`src/gdsc_pkg.sv`:
```
// Constants, types and register layout of the gate driver register bank.
// Assumes nothing beyond a SystemVerilog compiler; used by gdsc_regs.
`default_nettype none
package gdsc_pkg;
	// Register addresses of the serial map.
	localparam logic [3:0] GDSC_ADDR_FAULT_SUMMARY = 4'h0;
	localparam logic [3:0] GDSC_ADDR_PER_FET       = 4'h1;
	localparam logic [3:0] GDSC_ADDR_MAIN_CONTROL  = 4'h2;
	localparam logic [3:0] GDSC_ADDR_DRIVE_WD      = 4'h3;
	localparam logic [3:0] GDSC_ADDR_OC_MONITOR    = 4'h4;
	localparam logic [3:0] GDSC_ADDR_REGULATION    = 4'h5;

	// Serial command word layout.
	localparam int GDSC_FRAME_BITS = 16;
	localparam int GDSC_RW_BIT     = 15;
	localparam int GDSC_ADDR_HI    = 14;
	localparam int GDSC_ADDR_LO    = 11;
	localparam int GDSC_CMD_BITS   = 5;
	localparam int GDSC_DATA_START = 8;
	localparam logic [4:0] GDSC_CNT_FULL = 5'h10;
	localparam logic [4:0] GDSC_CNT_MAX  = 5'h1f;
	localparam logic [4:0] GDSC_CNT_CMD  = 5'h05;
	localparam logic [4:0] GDSC_CNT_DATA = 5'h08;
	localparam logic [4:0] GDSC_DATA_TOP = 5'h0f;

	// Main control field positions.
	localparam int GDSC_RSVD_HI  = 7;
	localparam int GDSC_RSVD_LO  = 6;
	localparam int GDSC_LOCK_HI  = 5;
	localparam int GDSC_LOCK_LO  = 3;
	localparam int GDSC_IN1_BIT  = 2;
	localparam int GDSC_IN2_BIT  = 1;
	localparam int GDSC_CLR_BIT  = 0;

	// Fault summary positions: top bit is the OR, bit 0 the warning.
	localparam int GDSC_SUM_BIT  = 7;
	localparam int GDSC_WARN_BIT = 0;

	// Lock codes and reset values.
	localparam logic [2:0] GDSC_LOCK_CODE   = 3'h6;
	localparam logic [2:0] GDSC_UNLOCK_CODE = 3'h3;
	localparam logic [1:0] GDSC_RSVD_RESET  = 2'h0;
	localparam logic [7:0] GDSC_STATUS_RESET     = 8'h00;
	localparam logic [7:0] GDSC_DRIVE_WD_RESET   = 8'h07;
	localparam logic [7:0] GDSC_OC_MONITOR_RESET = 8'h70;
	localparam logic [7:0] GDSC_REGULATION_RESET = 8'h00;
	localparam logic [7:0] GDSC_UNMAPPED_READ    = 8'h00;

	// Frame tracking state.
	typedef enum logic {
		GDSC_FR_IDLE   = 1'b0,
		GDSC_FR_ACTIVE = 1'b1
	} gdsc_frame_e;

	// Whole state of the register bank.
	typedef struct packed {
		gdsc_frame_e frame;
		logic        sclk_prev;
		logic [4:0]  bit_cnt;
		logic [15:0] rx_shift;
		logic [7:0]  tx_byte;
		logic        sdo;
		logic [6:0]  fault_lat;
		logic [7:0]  fet_lat;
		logic [1:0]  reserved;
		logic [2:0]  lock;
		logic        in_one;
		logic        in_two;
		logic [7:0]  drive_wd;
		logic [7:0]  oc_monitor;
		logic [7:0]  regulation;
	} gdsc_state_s;
endpackage : gdsc_pkg
`default_nettype wire

```
`src/gdsc_regs.sv`:
```
// Serial register bank of an H-bridge gate driver: status, main control, configuration.
// Assumes the serial pins and fault inputs are synchronous to clk and the serial clock
// is well below clk, so each serial edge is seen as a level change between two clk edges.
// What this block does
// - Summary top bit ORs faults except warning
// - Address zero holds seven device fault flags
// - Address one upper nibble: gate-drive faults
// - Address one lower nibble: overcurrent faults
// - Status registers read-only, reset to zero
// - Lock code blocks writes except address two
// - Unlocked, other lock values change nothing
// - Unlock code 011b; reset starts unlocked
// - Bit two ORed with bridge input one
// - Bit one ORed with bridge input two
// - Writing bit zero clears latched faults
// - Reserved bits seven, six are read-write
// - Word: rw bit, address, spare, data
// - Write frame returns previous register contents
// - Settings reset on lockout or sleep exit
`timescale 1ns/1ps
`default_nettype none
module gdsc_regs
	import gdsc_pkg::*;
(
	input  wire logic       clk,
	input  wire logic       resetn,
	input  wire logic       scs_n,
	input  wire logic       sclk,
	input  wire logic       sdi,
	output logic            sdo,
	output logic            sdo_oe,
	input  wire logic       settings_reset,
	input  wire logic [6:0] device_fault_in,
	input  wire logic [7:0] fet_fault_in,
	input  wire logic       bridge_pin_one,
	input  wire logic       bridge_pin_two,
	output logic            bridge_input_one_bit,
	output logic            bridge_input_two_bit,
	output logic            fault_active,
	output logic            registers_locked,
	output logic [7:0]      drive_and_watchdog_control,
	output logic [7:0]      overcurrent_monitor_control,
	output logic [7:0]      regulation_config
);
	import gdsc_pkg::*;

	logic [1:0]  rst_sync;
	logic        rst_n;
	gdsc_state_s st_reg;
	gdsc_state_s st_next;
	logic        sclk_fall;
	logic        sclk_rise;
	logic        frame_end;
	logic [3:0]  cmd_addr;
	logic        write_ok;
	logic        clear_pulse;
	logic [4:0]  tx_index;
	logic [7:0]  summary_now;

	// Reset is released through two flops so every state flop leaves reset on one edge.
	always_ff @(posedge clk or negedge resetn)
	begin
		if (!resetn)
		begin
			rst_sync <= 2'h0;
		end
		else
		begin
			rst_sync <= {rst_sync[0], 1'b1};
		end
	end
	assign rst_n = rst_sync[1];

	// Summary register with its OR bit on top, warning excluded.
	function automatic logic [7:0] summary_of(input logic [6:0] lat);
		summary_of = {|lat[6:1], lat};
	endfunction : summary_of

	// Register read mux; unmapped addresses read as zero.
	function automatic logic [7:0] read_reg(input gdsc_state_s s, input logic [3:0] a);
		if (a == GDSC_ADDR_FAULT_SUMMARY)
		begin
			read_reg = summary_of(s.fault_lat);
		end
		else if (a == GDSC_ADDR_PER_FET)
		begin
			read_reg = s.fet_lat;
		end
		else if (a == GDSC_ADDR_MAIN_CONTROL)
		begin
			read_reg = {s.reserved, s.lock, s.in_one, s.in_two, 1'b0};
		end
		else if (a == GDSC_ADDR_DRIVE_WD)
		begin
			read_reg = s.drive_wd;
		end
		else if (a == GDSC_ADDR_OC_MONITOR)
		begin
			read_reg = s.oc_monitor;
		end
		else if (a == GDSC_ADDR_REGULATION)
		begin
			read_reg = s.regulation;
		end
		else
		begin
			read_reg = GDSC_UNMAPPED_READ;
		end
	endfunction : read_reg

	// Edge detection; pins are synchronous so they are compared directly.
	assign sclk_fall = st_reg.sclk_prev & ~sclk & (st_reg.frame == GDSC_FR_ACTIVE);
	assign sclk_rise = ~st_reg.sclk_prev & sclk & (st_reg.frame == GDSC_FR_ACTIVE);
	assign frame_end = scs_n & (st_reg.frame == GDSC_FR_ACTIVE);
	assign cmd_addr  = st_reg.rx_shift[GDSC_ADDR_HI:GDSC_ADDR_LO];
	assign tx_index  = GDSC_DATA_TOP - st_reg.bit_cnt;

	// A write is taken only on exactly sixteen bits; short or long frames are dropped.
	// Status addresses and out-of-map addresses never take a write, and the lock
	// admits only the main control address.
	always_comb
	begin
		write_ok = frame_end && (st_reg.bit_cnt == GDSC_CNT_FULL)
			&& !st_reg.rx_shift[GDSC_RW_BIT];
		if (cmd_addr == GDSC_ADDR_FAULT_SUMMARY || cmd_addr == GDSC_ADDR_PER_FET)
		begin
			write_ok = 1'b0;
		end
		else if (cmd_addr > GDSC_ADDR_REGULATION)
		begin
			write_ok = 1'b0;
		end
		else if (st_reg.lock == GDSC_LOCK_CODE && cmd_addr != GDSC_ADDR_MAIN_CONTROL)
		begin
			write_ok = 1'b0;
		end
		clear_pulse = write_ok && (cmd_addr == GDSC_ADDR_MAIN_CONTROL)
			&& st_reg.rx_shift[GDSC_CLR_BIT];
	end

	// Next-state logic for the serial engine, the latches and the settings.
	always_comb
	begin
		st_next = st_reg;
		st_next.sclk_prev = sclk;

		// Frame start and end follow the chip select.
		case (st_reg.frame)
			GDSC_FR_IDLE:
			begin
				if (!scs_n)
				begin
					st_next.frame = GDSC_FR_ACTIVE;
					st_next.bit_cnt = 5'h00;
					st_next.sdo = 1'b0;
					st_next.tx_byte = GDSC_UNMAPPED_READ;
				end
			end
			GDSC_FR_ACTIVE:
			begin
				if (scs_n)
				begin
					st_next.frame = GDSC_FR_IDLE;
					st_next.sdo = 1'b0;
				end
			end
			default:
			begin
				st_next.frame = GDSC_FR_IDLE;
			end
		endcase

		// Capture on falling edges, MSB first; the count saturates so long frames fail.
		if (sclk_fall)
		begin
			st_next.rx_shift = {st_reg.rx_shift[14:0], sdi};
			if (st_reg.bit_cnt != GDSC_CNT_MAX)
			begin
				st_next.bit_cnt = st_reg.bit_cnt + 5'h01;
			end
			// After the command bits the addressed contents are frozen for the reply,
			// so a write frame answers with the value held before the write.
			if (st_reg.bit_cnt + 5'h01 == GDSC_CNT_CMD)
			begin
				st_next.tx_byte = read_reg(st_reg, {st_reg.rx_shift[2:0], sdi});
			end
		end

		// Drive on rising edges; the upper byte of the reply is zero.
		if (sclk_rise)
		begin
			if (st_reg.bit_cnt >= GDSC_CNT_DATA && st_reg.bit_cnt < GDSC_CNT_FULL)
			begin
				st_next.sdo = st_reg.tx_byte[tx_index[2:0]];
			end
			else
			begin
				st_next.sdo = 1'b0;
			end
		end

		// Committed writes.
		if (write_ok)
		begin
			if (cmd_addr == GDSC_ADDR_MAIN_CONTROL)
			begin
				st_next.reserved = st_reg.rx_shift[GDSC_RSVD_HI:GDSC_RSVD_LO];
				st_next.in_one = st_reg.rx_shift[GDSC_IN1_BIT];
				st_next.in_two = st_reg.rx_shift[GDSC_IN2_BIT];
				if (st_reg.lock != GDSC_LOCK_CODE
					&& st_reg.rx_shift[GDSC_LOCK_HI:GDSC_LOCK_LO] == GDSC_LOCK_CODE)
				begin
					st_next.lock = GDSC_LOCK_CODE;
				end
				else if (st_reg.lock == GDSC_LOCK_CODE
					&& st_reg.rx_shift[GDSC_LOCK_HI:GDSC_LOCK_LO] == GDSC_UNLOCK_CODE)
				begin
					st_next.lock = GDSC_UNLOCK_CODE;
				end
			end
			else if (cmd_addr == GDSC_ADDR_DRIVE_WD)
			begin
				st_next.drive_wd = st_reg.rx_shift[7:0];
			end
			else if (cmd_addr == GDSC_ADDR_OC_MONITOR)
			begin
				st_next.oc_monitor = st_reg.rx_shift[7:0];
			end
			else if (cmd_addr == GDSC_ADDR_REGULATION)
			begin
				st_next.regulation = st_reg.rx_shift[7:0];
			end
		end

		// Settings return to reset on lockout or sleep exit; this wins over a write.
		if (settings_reset)
		begin
			st_next.reserved = GDSC_RSVD_RESET;
			st_next.lock = GDSC_UNLOCK_CODE;
			st_next.in_one = 1'b0;
			st_next.in_two = 1'b0;
			st_next.drive_wd = GDSC_DRIVE_WD_RESET;
			st_next.oc_monitor = GDSC_OC_MONITOR_RESET;
			st_next.regulation = GDSC_REGULATION_RESET;
		end

		// Faults latch; a fault present in the clearing cycle stays set.
		if (clear_pulse || settings_reset)
		begin
			st_next.fault_lat = device_fault_in;
			st_next.fet_lat = fet_fault_in;
		end
		else
		begin
			st_next.fault_lat = st_reg.fault_lat | device_fault_in;
			st_next.fet_lat = st_reg.fet_lat | fet_fault_in;
		end
	end

	// State register; all flops reset to their defined start values.
	always_ff @(posedge clk or negedge rst_n)
	begin
		if (!rst_n)
		begin
			st_reg <= '{
				frame:      GDSC_FR_IDLE,
				sclk_prev:  1'b0,
				bit_cnt:    5'h00,
				rx_shift:   16'h0000,
				tx_byte:    GDSC_UNMAPPED_READ,
				sdo:        1'b0,
				fault_lat:  GDSC_STATUS_RESET[6:0],
				fet_lat:    GDSC_STATUS_RESET,
				reserved:   GDSC_RSVD_RESET,
				lock:       GDSC_UNLOCK_CODE,
				in_one:     1'b0,
				in_two:     1'b0,
				drive_wd:   GDSC_DRIVE_WD_RESET,
				oc_monitor: GDSC_OC_MONITOR_RESET,
				regulation: GDSC_REGULATION_RESET
			};
		end
		else
		begin
			st_reg <= st_next;
		end
	end

	// Outputs; the serial output floats outside a frame, so its enable follows select.
	assign sdo    = st_reg.sdo;
	assign sdo_oe = ~scs_n;
	assign bridge_input_one_bit = bridge_pin_one | st_reg.in_one;
	assign bridge_input_two_bit = bridge_pin_two | st_reg.in_two;
	assign summary_now  = summary_of(st_reg.fault_lat);
	assign fault_active = summary_now[GDSC_SUM_BIT];
	assign registers_locked = (st_reg.lock == GDSC_LOCK_CODE);
	assign drive_and_watchdog_control  = st_reg.drive_wd;
	assign overcurrent_monitor_control = st_reg.oc_monitor;
	assign regulation_config           = st_reg.regulation;
endmodule : gdsc_regs
`default_nettype wire

```
`config.mk`:
```
export PLATFORM = sky130hd
export DESIGN_NAME = gdsc_regs
export DESIGN_NICKNAME = d
export VERILOG_FILES = /design/src/gdsc_pkg.sv /design/src/gdsc_regs.sv
export SDC_FILE = /design/constraint.sdc
export NUM_CORES = 1
export LEC_CHECK = 0
export BUFFER_PORTS_ARGS = -buffer_cell sky130_fd_sc_hd__buf_4
export CAP_MARGIN = 10
export CORE_ASPECT_RATIO = 1.75
export CORE_MARGIN = 4
export CORE_UTILIZATION = 62
export CTS_CLUSTER_DIAMETER = 200
export DETAILED_ROUTE_END_ITERATION = 7
export PLACE_DENSITY_LB_ADDON = 0.1
export SKIP_LAST_GASP = 1
export SYNTH_ARGS = -nofsm -noshare
export SYNTH_HDL_FRONTEND = slang
export SYNTH_SLANG_ARGS = --single-unit
```
`constraint.sdc`:
```
create_clock -name clk -period 5.6 [get_ports clk]
set_clock_uncertainty 0.1 [all_clocks]
set_input_delay 1.12 -clock clk [delete_from_list [all_inputs] [get_ports clk]]
set_output_delay 1.12 -clock clk [all_outputs]
set_load 0.005 [all_outputs]
```
* After elaboration in Yosys (flattened, before gate mapping) *
Index checks and enable logic that the tools add are counted.

storage, ports and cells
  flip-flop bits (word level) = 80
  logic and storage cells = 119

cells by class
  $add $sub $neg = 2
  order comparisons = 4
  equal/unequal tests = 23
  multiplexer cells = 35
  bitwise operators = 13
  reduce and logical (&&, ||, !) cells = 26

operator list
  operator            number
  $mux 8              12
  $mux 31             2
  $mux 29             1
  $mux 24             1
  $eq 4x2->1 const B  4
  $eq 4x3->1 const B  4
  $mux 16             1
  $mux 15             1
  $mux 5              3
  $reduce_bool 2->1   5
  $mux 9              1
  $eq 4x1->1 const B  2
  $logic_and 1x1->1   8
  $logic_not 4->1     2
  $mux 1              8
  $or 8x8->8          1
  $mux 7              1
  $or 7x7->7          1
  $eq 3x3->1 const B  2
  $mux 3              2
  $ne 2x2->1 const B  3
  $ne 3x3->1 const B  2
  $reduce_and 3->1    2
  $reduce_or 6->1     1
  23 further kinds    33

* Longest topological paths before layout *
Gate-level depths: netlist (run 1).

  depth in word-level cells = 10
  mapped depth = 8

* Worst setup path after synthesis (run 1) *
OpenSTA, ideal clock, no wires.

  path kind = input -> output
  start = input bridge_pin_one
  end = output bridge_input_one_bit
  data arrival time = 1.387 ns
  required time = 4.380 ns
  setup slack = 2.993 ns
  stages = 1
  path buffers = 0
  path through = or2_2

between the ends
  word-level cells in the longest chain between the ends = 1

RTL lines
  element      line              source
  from (decl)  gdsc_regs.sv:35   input wire logic bridge_pin_one,
  $or 1x1->1   gdsc_regs.sv:292  assign bridge_input_one_bit = bridge_pin_one | st_reg.in_one;
  to (decl)    gdsc_regs.sv:37   output logic bridge_input_one_bit,

No other way between the ends.

* Worst setup path after layout (run 1) *
  start = input bridge_pin_two
  end = output bridge_input_two_bit

between the ends
  word-level cells in the longest chain between the ends = 1

RTL lines
  element      line              source
  from (decl)  gdsc_regs.sv:36   input wire logic bridge_pin_two,
  $or 1x1->1   gdsc_regs.sv:293  assign bridge_input_two_bit = bridge_pin_two | st_reg.in_two;
  to (decl)    gdsc_regs.sv:38   output logic bridge_input_two_bit,

No other way between the ends.

==> impl_metrics.tcl, run 1 <==
set metrics [dict create \
    status "finished, final reports clean" \
    powerDensity_nw_per_um2 283 \
    cts_sinks 79 \
    highest-signal-layer "met4" \
    switching_share 0.268 \
    cts_tree "done" \
    htreeDepth 3 \
    finalHoldViolCount 0 \
    die_w_um 68.2 \
    fillCellCount 488 \
    synth-seq-area-share 0.506 \
    numCtsBuffers 9 \
    placementRows 38 \
    wl_met1_um 3360 \
    initial_core_util 0.635 \
    setup_tns_ps 0 \
    coreArea_um2 6180 \
    antenna_left 0 \
    multi_input_area_um2 1630 \
    hp-class "flip-flop to flip-flop" \
    tightest_slew_ps 960 \
    p_switching_uw 331 \
    synth_area_leaders "dfrtp_1 46%, mux2i_1 9.4%, dfstp_2 4.7%" \
    maxCapViolCount 0 \
    antenna_found_initial 0 \
    r2r_end "drive_and_watchdog_control[2]$_DFFE_PN1P_" \
    dieArea_um2 7720 \
    ctsHoldBuffers 0 \
    clk_pin_slew_ps 70 \
    yosys_most_used_dff "dfrtp_1" \
    clockBufferDepth 2 \
    grt_max_degree 78 \
    start_kind "input pin" \
    max_freq_mhz 352 \
    clk_latency_ps 360 \
    setup_viol 0 \
    yosys.area.top_type "dfrtp_1" \
    synthTopCellsByCount "72 x dfrtp_1, 43 x nor2_1, 37 x mux2i_1, 24 x buf_4, 24 x nand2_1" \
    synth_cell_types 50 \
    critPathMaxFanout 1 \
    hpwlAfterDp_um 5890 \
    post-route-drc-count 0 \
    arrival_ps 1620 \
    syn2layout_area_growth_pct 11.2 \
    pwr-share-clk 0.357 \
    slew_headroom 0.360 \
    peakVddDrop_uv 240 \
    synth_edf_count 0 \
    drt_first_pass_iters 5 \
    worstSetupEndpoint "bridge_input_two_bit" \
    power_frac_comb 0.112 \
    r2r_setup_slack_ps 3180 \
    num_antenna_cells 0 \
    grt_pass1_wl_um 14000 \
    avgViaCountPerCell 5.89 \
    gp_congestion 0.860 \
    cts_resized 0 \
    cp-startpoint "bridge_pin_two" \
    grt_pass1_vias 2772 \
    p_total_mw 1.24 \
    route.met2.wl_um 4580 \
    syn-num-nets 387 \
    wl_met3_um 349 \
    grt_setup_unrepaired "no" \
    routedWlPerCell_um 18.2 \
    leakagePower_nw 2.12 \
    post-synth-top-count-cell "dfrtp_1" \
    nNetsFinal 408 \
    yosys_register_bits 79 \
    yosys_warnings 0 \
    intPower_uw 906 \
    period_needed_ps 2840 \
    track_usage 0.246 \
    async_flop_share 1.00 \
    first_iter_violations 185 \
    min_period_over_period 0.507 \
    r2r.worst_path.cells 6 \
    io_pins 53 \
    seqPwrFrac 0.530 \
    drv_slew 0 \
    cts_root_buffer "clkbuf_8" \
    synth_top_area_frac 0.459 \
    drive_above_1_share 0.287 \
    io_buffers 52 \
    drt_wl_total_um 8510 \
    syn_area_um2 3930 \
    crit_path_end_kind "output pin" \
    synth.avg_cell_area_um2 10.9 \
    fin_util 0.706 \
    critical_path_class "input pin to output pin" \
    synthCells 361 \
    ff_latch_area_um2 1990 \
    grt-ovfl-total 0 \
    via_count 2750 \
    largest_register_ffs 48 \
    die_y_um 113 \
    worstPathRequired_ps 4380 \
    cts_setup_buffers 0 \
    r2r_start "st_reg[71]$_DFF_PN0_" \
]
cell families after synthesis:
| kind of cell | count (synthesis) | share of synthesized area |
|---|---|---|
| XOR/XNOR | 2 | 0.00446 |
| buffers and inverters | 54 | 0.0800 |
| flip-flops | 79 | 0.506 |
| adder cells (fa/ha/maj) | 3 | 0.00956 |
| AND/OR/NAND/NOR | 102 | 0.134 |
| other | 1 | 0.000955 |
| multiplexers | 54 | 0.149 |
| AO/OA/AOI/OAI | 66 | 0.117 |
power by group through the flow:
stage	logic [mW]	clock network, mW	registers (mW)
finish	0.139	0.442	0.656
global route	0.155	0.477	0.661
CTS	0.140	0.450	0.655
detailed placement	0.138	0	0.666
global placement	0.136	0	0.665
floorplan	0.109	0	0.643
how the worst min path moves through the flow:
stage	start	endpoint	slack [ps]	cells past startpoint
finish	rst_sync[0]$_DFF_PN0_	rst_sync[1]$_DFF_PN0_	270	0
global route	rst_sync[0]$_DFF_PN0_	rst_sync[1]$_DFF_PN0_	270	0
CTS	rst_sync[0]$_DFF_PN0_	rst_sync[1]$_DFF_PN0_	260	0
detailed placement	rst_sync[0]$_DFF_PN0_	rst_sync[1]$_DFF_PN0_	250	0
global placement	rst_sync[0]$_DFF_PN0_	rst_sync[1]$_DFF_PN0_	240	0
floorplan	rst_sync[0]$_DFF_PN0_	rst_sync[1]$_DFF_PN0_	230	0
worst max-delay path: stages:
cell and delay, ps:
buf_4 100, or2_2 260, buf_4 130
cell type report:
type	instances	share of cell area
clock buffers	13	0.0387
clock inverters	3	0.00917
inverters	10	0.00860
multi-input cells	228	0.373
flip-flops and latches	79	0.455
well taps	80	0.0229
repair buffers	54	0.0929
cells in the final DEF (no fill, tap or decap), types with 3 or more instances in the layout:
cell	synthesis	layout
dfrtp_1	72	71
buf_4	24	54
nor2_1	43	43
mux2i_1	37	37
nand2_1	24	24
o21ai_0	16	16
mux2_2	15	15
clkbuf_8	0	12
a21o_1	11	11
inv_1	10	10
a21oi_1	10	10
nand3_1	7	7
dfstp_2	7	7
a21o_2	6	6
nor3_1	6	6
nand2b_1	4	4
or2_2	4	4
nand3b_1	3	3
a31oi_1	3	3
o221ai_1	3	3
a211o_1	3	3
ha_1	3	3
metal layers:
| metal | track usage | vias to the layer above |
|---|---|---|
| met2 | 0.398 | 78 |
| met3 | 0.0516 | 17 |
| met4 | 0.0969 | 0 |
| met5 | 0 | - |
| met1 | 0.315 | 1380 |
| li1 | - | 1275 |
stage by stage:
step           hold slack (ps)  std cells  setup WS, ps  instance area (µm²)
2_1_floorplan              231        361          2990                 3930
4_1_cts                    265        467          2760                 4370
3_3_place_gp               241        451          2480                 4160
5_1_grt                    272        467          2710                 4370
3_5_place_dp               248        451          2430                 4160
6_report                   265        467          2760                 4370
No activity file was read; power rests on OpenSTA's default activity.
==> inputs of run 2 (changes only) <==
CORE_UTILIZATION = 52   (was 62)
clock period = 2.3 ns   (was 5.6 ns; I/O delays follow)
==> run 2 against run 1 <==
Compared with the run above: cell area increased by 5.4%; clock power increased to 3.5 times the previous value; routed wire length increased by 3.5%; worst hold slack got worse by 120 ps; sequential share of layout area decreased by 2.3 points.
==> impl_metrics.tcl, run 2 (synthesized netlist as in run 1, its figures left out) <==
set metrics [dict create \
    status "finished, final reports clean" \
    multi_input_area_um2 1630 \
    p_switching_uw 841 \
    holdPathStages 1 \
    io_pins 53 \
    grt_pass1_vias 2830 \
    fillCellCount 599 \
    die_w_um 73.7 \
    clockBufferDepth 2 \
    largest_register_ffs 48 \
    final_cell_mix "70 x dfrtp_1, 61 x buf_4, 43 x nor2_1" \
    nNetsFinal 419 \
    avgViaCountPerCell 5.63 \
    hp-class "input pin to flip-flop" \
    drv_slew 0 \
    leakagePower_nw 2.23 \
    max_freq_mhz 465 \
    track_usage 0.213 \
    hpwlAfterDp_um 6240 \
    antenna_left 0 \
    crit_path_end_kind "flip-flop" \
    worstPathRequired_ps 2450 \
    finalHoldViolCount 0 \
    first_iter_violations 156 \
    layout_commonest_cell "dfrtp_1" \
    gp_congestion 0.891 \
    coreArea_um2 7280 \
    cts_tree "done" \
    cts_setup_buffers 0 \
    drive_above_1_share 0.307 \
    p_total_mw 3.49 \
    powerDensity_nw_per_um2 758 \
    cts_sinks 79 \
    cts_root_buffer "clkbuf_16" \
    start_kind "flip-flop" \
    syn2layout_area_growth_pct 17.2 \
    maxCapViolCount 0 \
    clk_latency_ps 330 \
    critPathMaxFanout 7 \
    drt_first_pass_iters 4 \
    min_period_over_period 0.936 \
    switching_share 0.241 \
    ff_latch_area_um2 1990 \
    num_antenna_cells 0 \
    drt_wl_total_um 8810 \
    pwr-share-clk 0.438 \
    post-route-drc-count 0 \
    critical_path_class "flip-flop to flip-flop" \
    die_y_um 123 \
    htreeDepth 3 \
    power_frac_comb 0.113 \
    initial_core_util 0.539 \
    peakVddDrop_uv 542 \
    intPower_mw 2.65 \
    numCtsBuffers 9 \
    hold_ws_ps 146 \
    placementRows 41 \
    setup_viol 0 \
    io_buffers 52 \
    via_count 2727 \
    clk_pin_slew_ps 60 \
    grt-ovfl-total 0 \
    seqPwrFrac 0.450 \
    setup_tns_ps 0 \
    grt_max_degree 78 \
    dieArea_um2 9060 \
    grt_setup_unrepaired "no" \
    grt_pass1_wl_um 14400 \
    arrival_ps 2300 \
    antenna_found_initial 0 \
    period_needed_ps 2150 \
    r2r.worst_path.cells 8 \
    routedWlPerCell_um 18.2 \
]
run 2: final timing paths:
path | start | to | slack [ps]
worst max-delay path | st_reg[72]$_DFF_PN0_ | st_reg[50]$_DFF_PN0_ | 150
min in group asynchronous | rst_sync[1]$_DFF_PN0_ | drive_and_watchdog_control[7]$_DFFE_PN0P_ | 200
worst max register to register | st_reg[72]$_DFF_PN0_ | st_reg[50]$_DFF_PN0_ | 150
worst min register to register | rst_sync[1]$_DFF_PN0_ | drive_and_watchdog_control[7]$_DFFE_PN0P_ | 200
max in group asynchronous | rst_sync[1]$_DFF_PN0_ | st_reg[26]$_DFFE_PN1P_ | 1550
worst min-delay path | sclk | st_reg[76]$_DFF_PN0_ | 150
run 2: per-layer routing:
metal  share of wire  track usage
met1            0.40        0.257
met2            0.54        0.361
met3           0.035       0.0480
met4           0.027       0.0896
met5               0            0
run 2: cell type report:
| type | instances | share of cell area |
|---|---|---|
| clock buffer | 13 | 0.0565 |
| clock inverter | 3 | 0.0141 |
| inverter | 10 | 0.00815 |
| multi-input combinational | 228 | 0.354 |
| sequential | 79 | 0.432 |
| tap | 86 | 0.0234 |
| timing repair buffer | 65 | 0.111 |
run 2: power by group through the flow:
stage                     Clock (mW)  Sequential [mW]  Combinational [mW]
after floorplan                    0             1.57               0.266
after global placement             0             1.59               0.388
after detailed placement           0             1.59               0.391
after CTS                       1.56             1.57               0.395
after global routing            1.62             1.58               0.437
final                           1.53             1.57               0.393
run 2: stage by stage:
stage                     instances  utilization  instance area [µm²]  setup slack (ps)
after floorplan                 361            -                 3930              66.5
after global placement          466        0.584                 4260               214
after detailed placement        466        0.584                 4260               165
after CTS                       483        0.630                 4590               148
after global routing            484        0.632                 4600              1.26
final                           484        0.632                 4600               148
run 2: worst max-delay path, cell delays in order, from the launching register on:
cell and delay (ps):
dfrtp_2 440, ha_1 230, and3_2 220, ha_1 280, nand3b_1 190, nor3_2 210
buf_4 190, o221ai_1 120, o21ai_0 90
run 2: what timing repair did:
| action | CTS | global route |
|---|---|---|
| setup endpoints to repair | 0 | 3 |
| resized for setup | 0 | 3 |
| hold endpoints to repair | 2 | 0 |
| hold buffers | 1 | 0 |
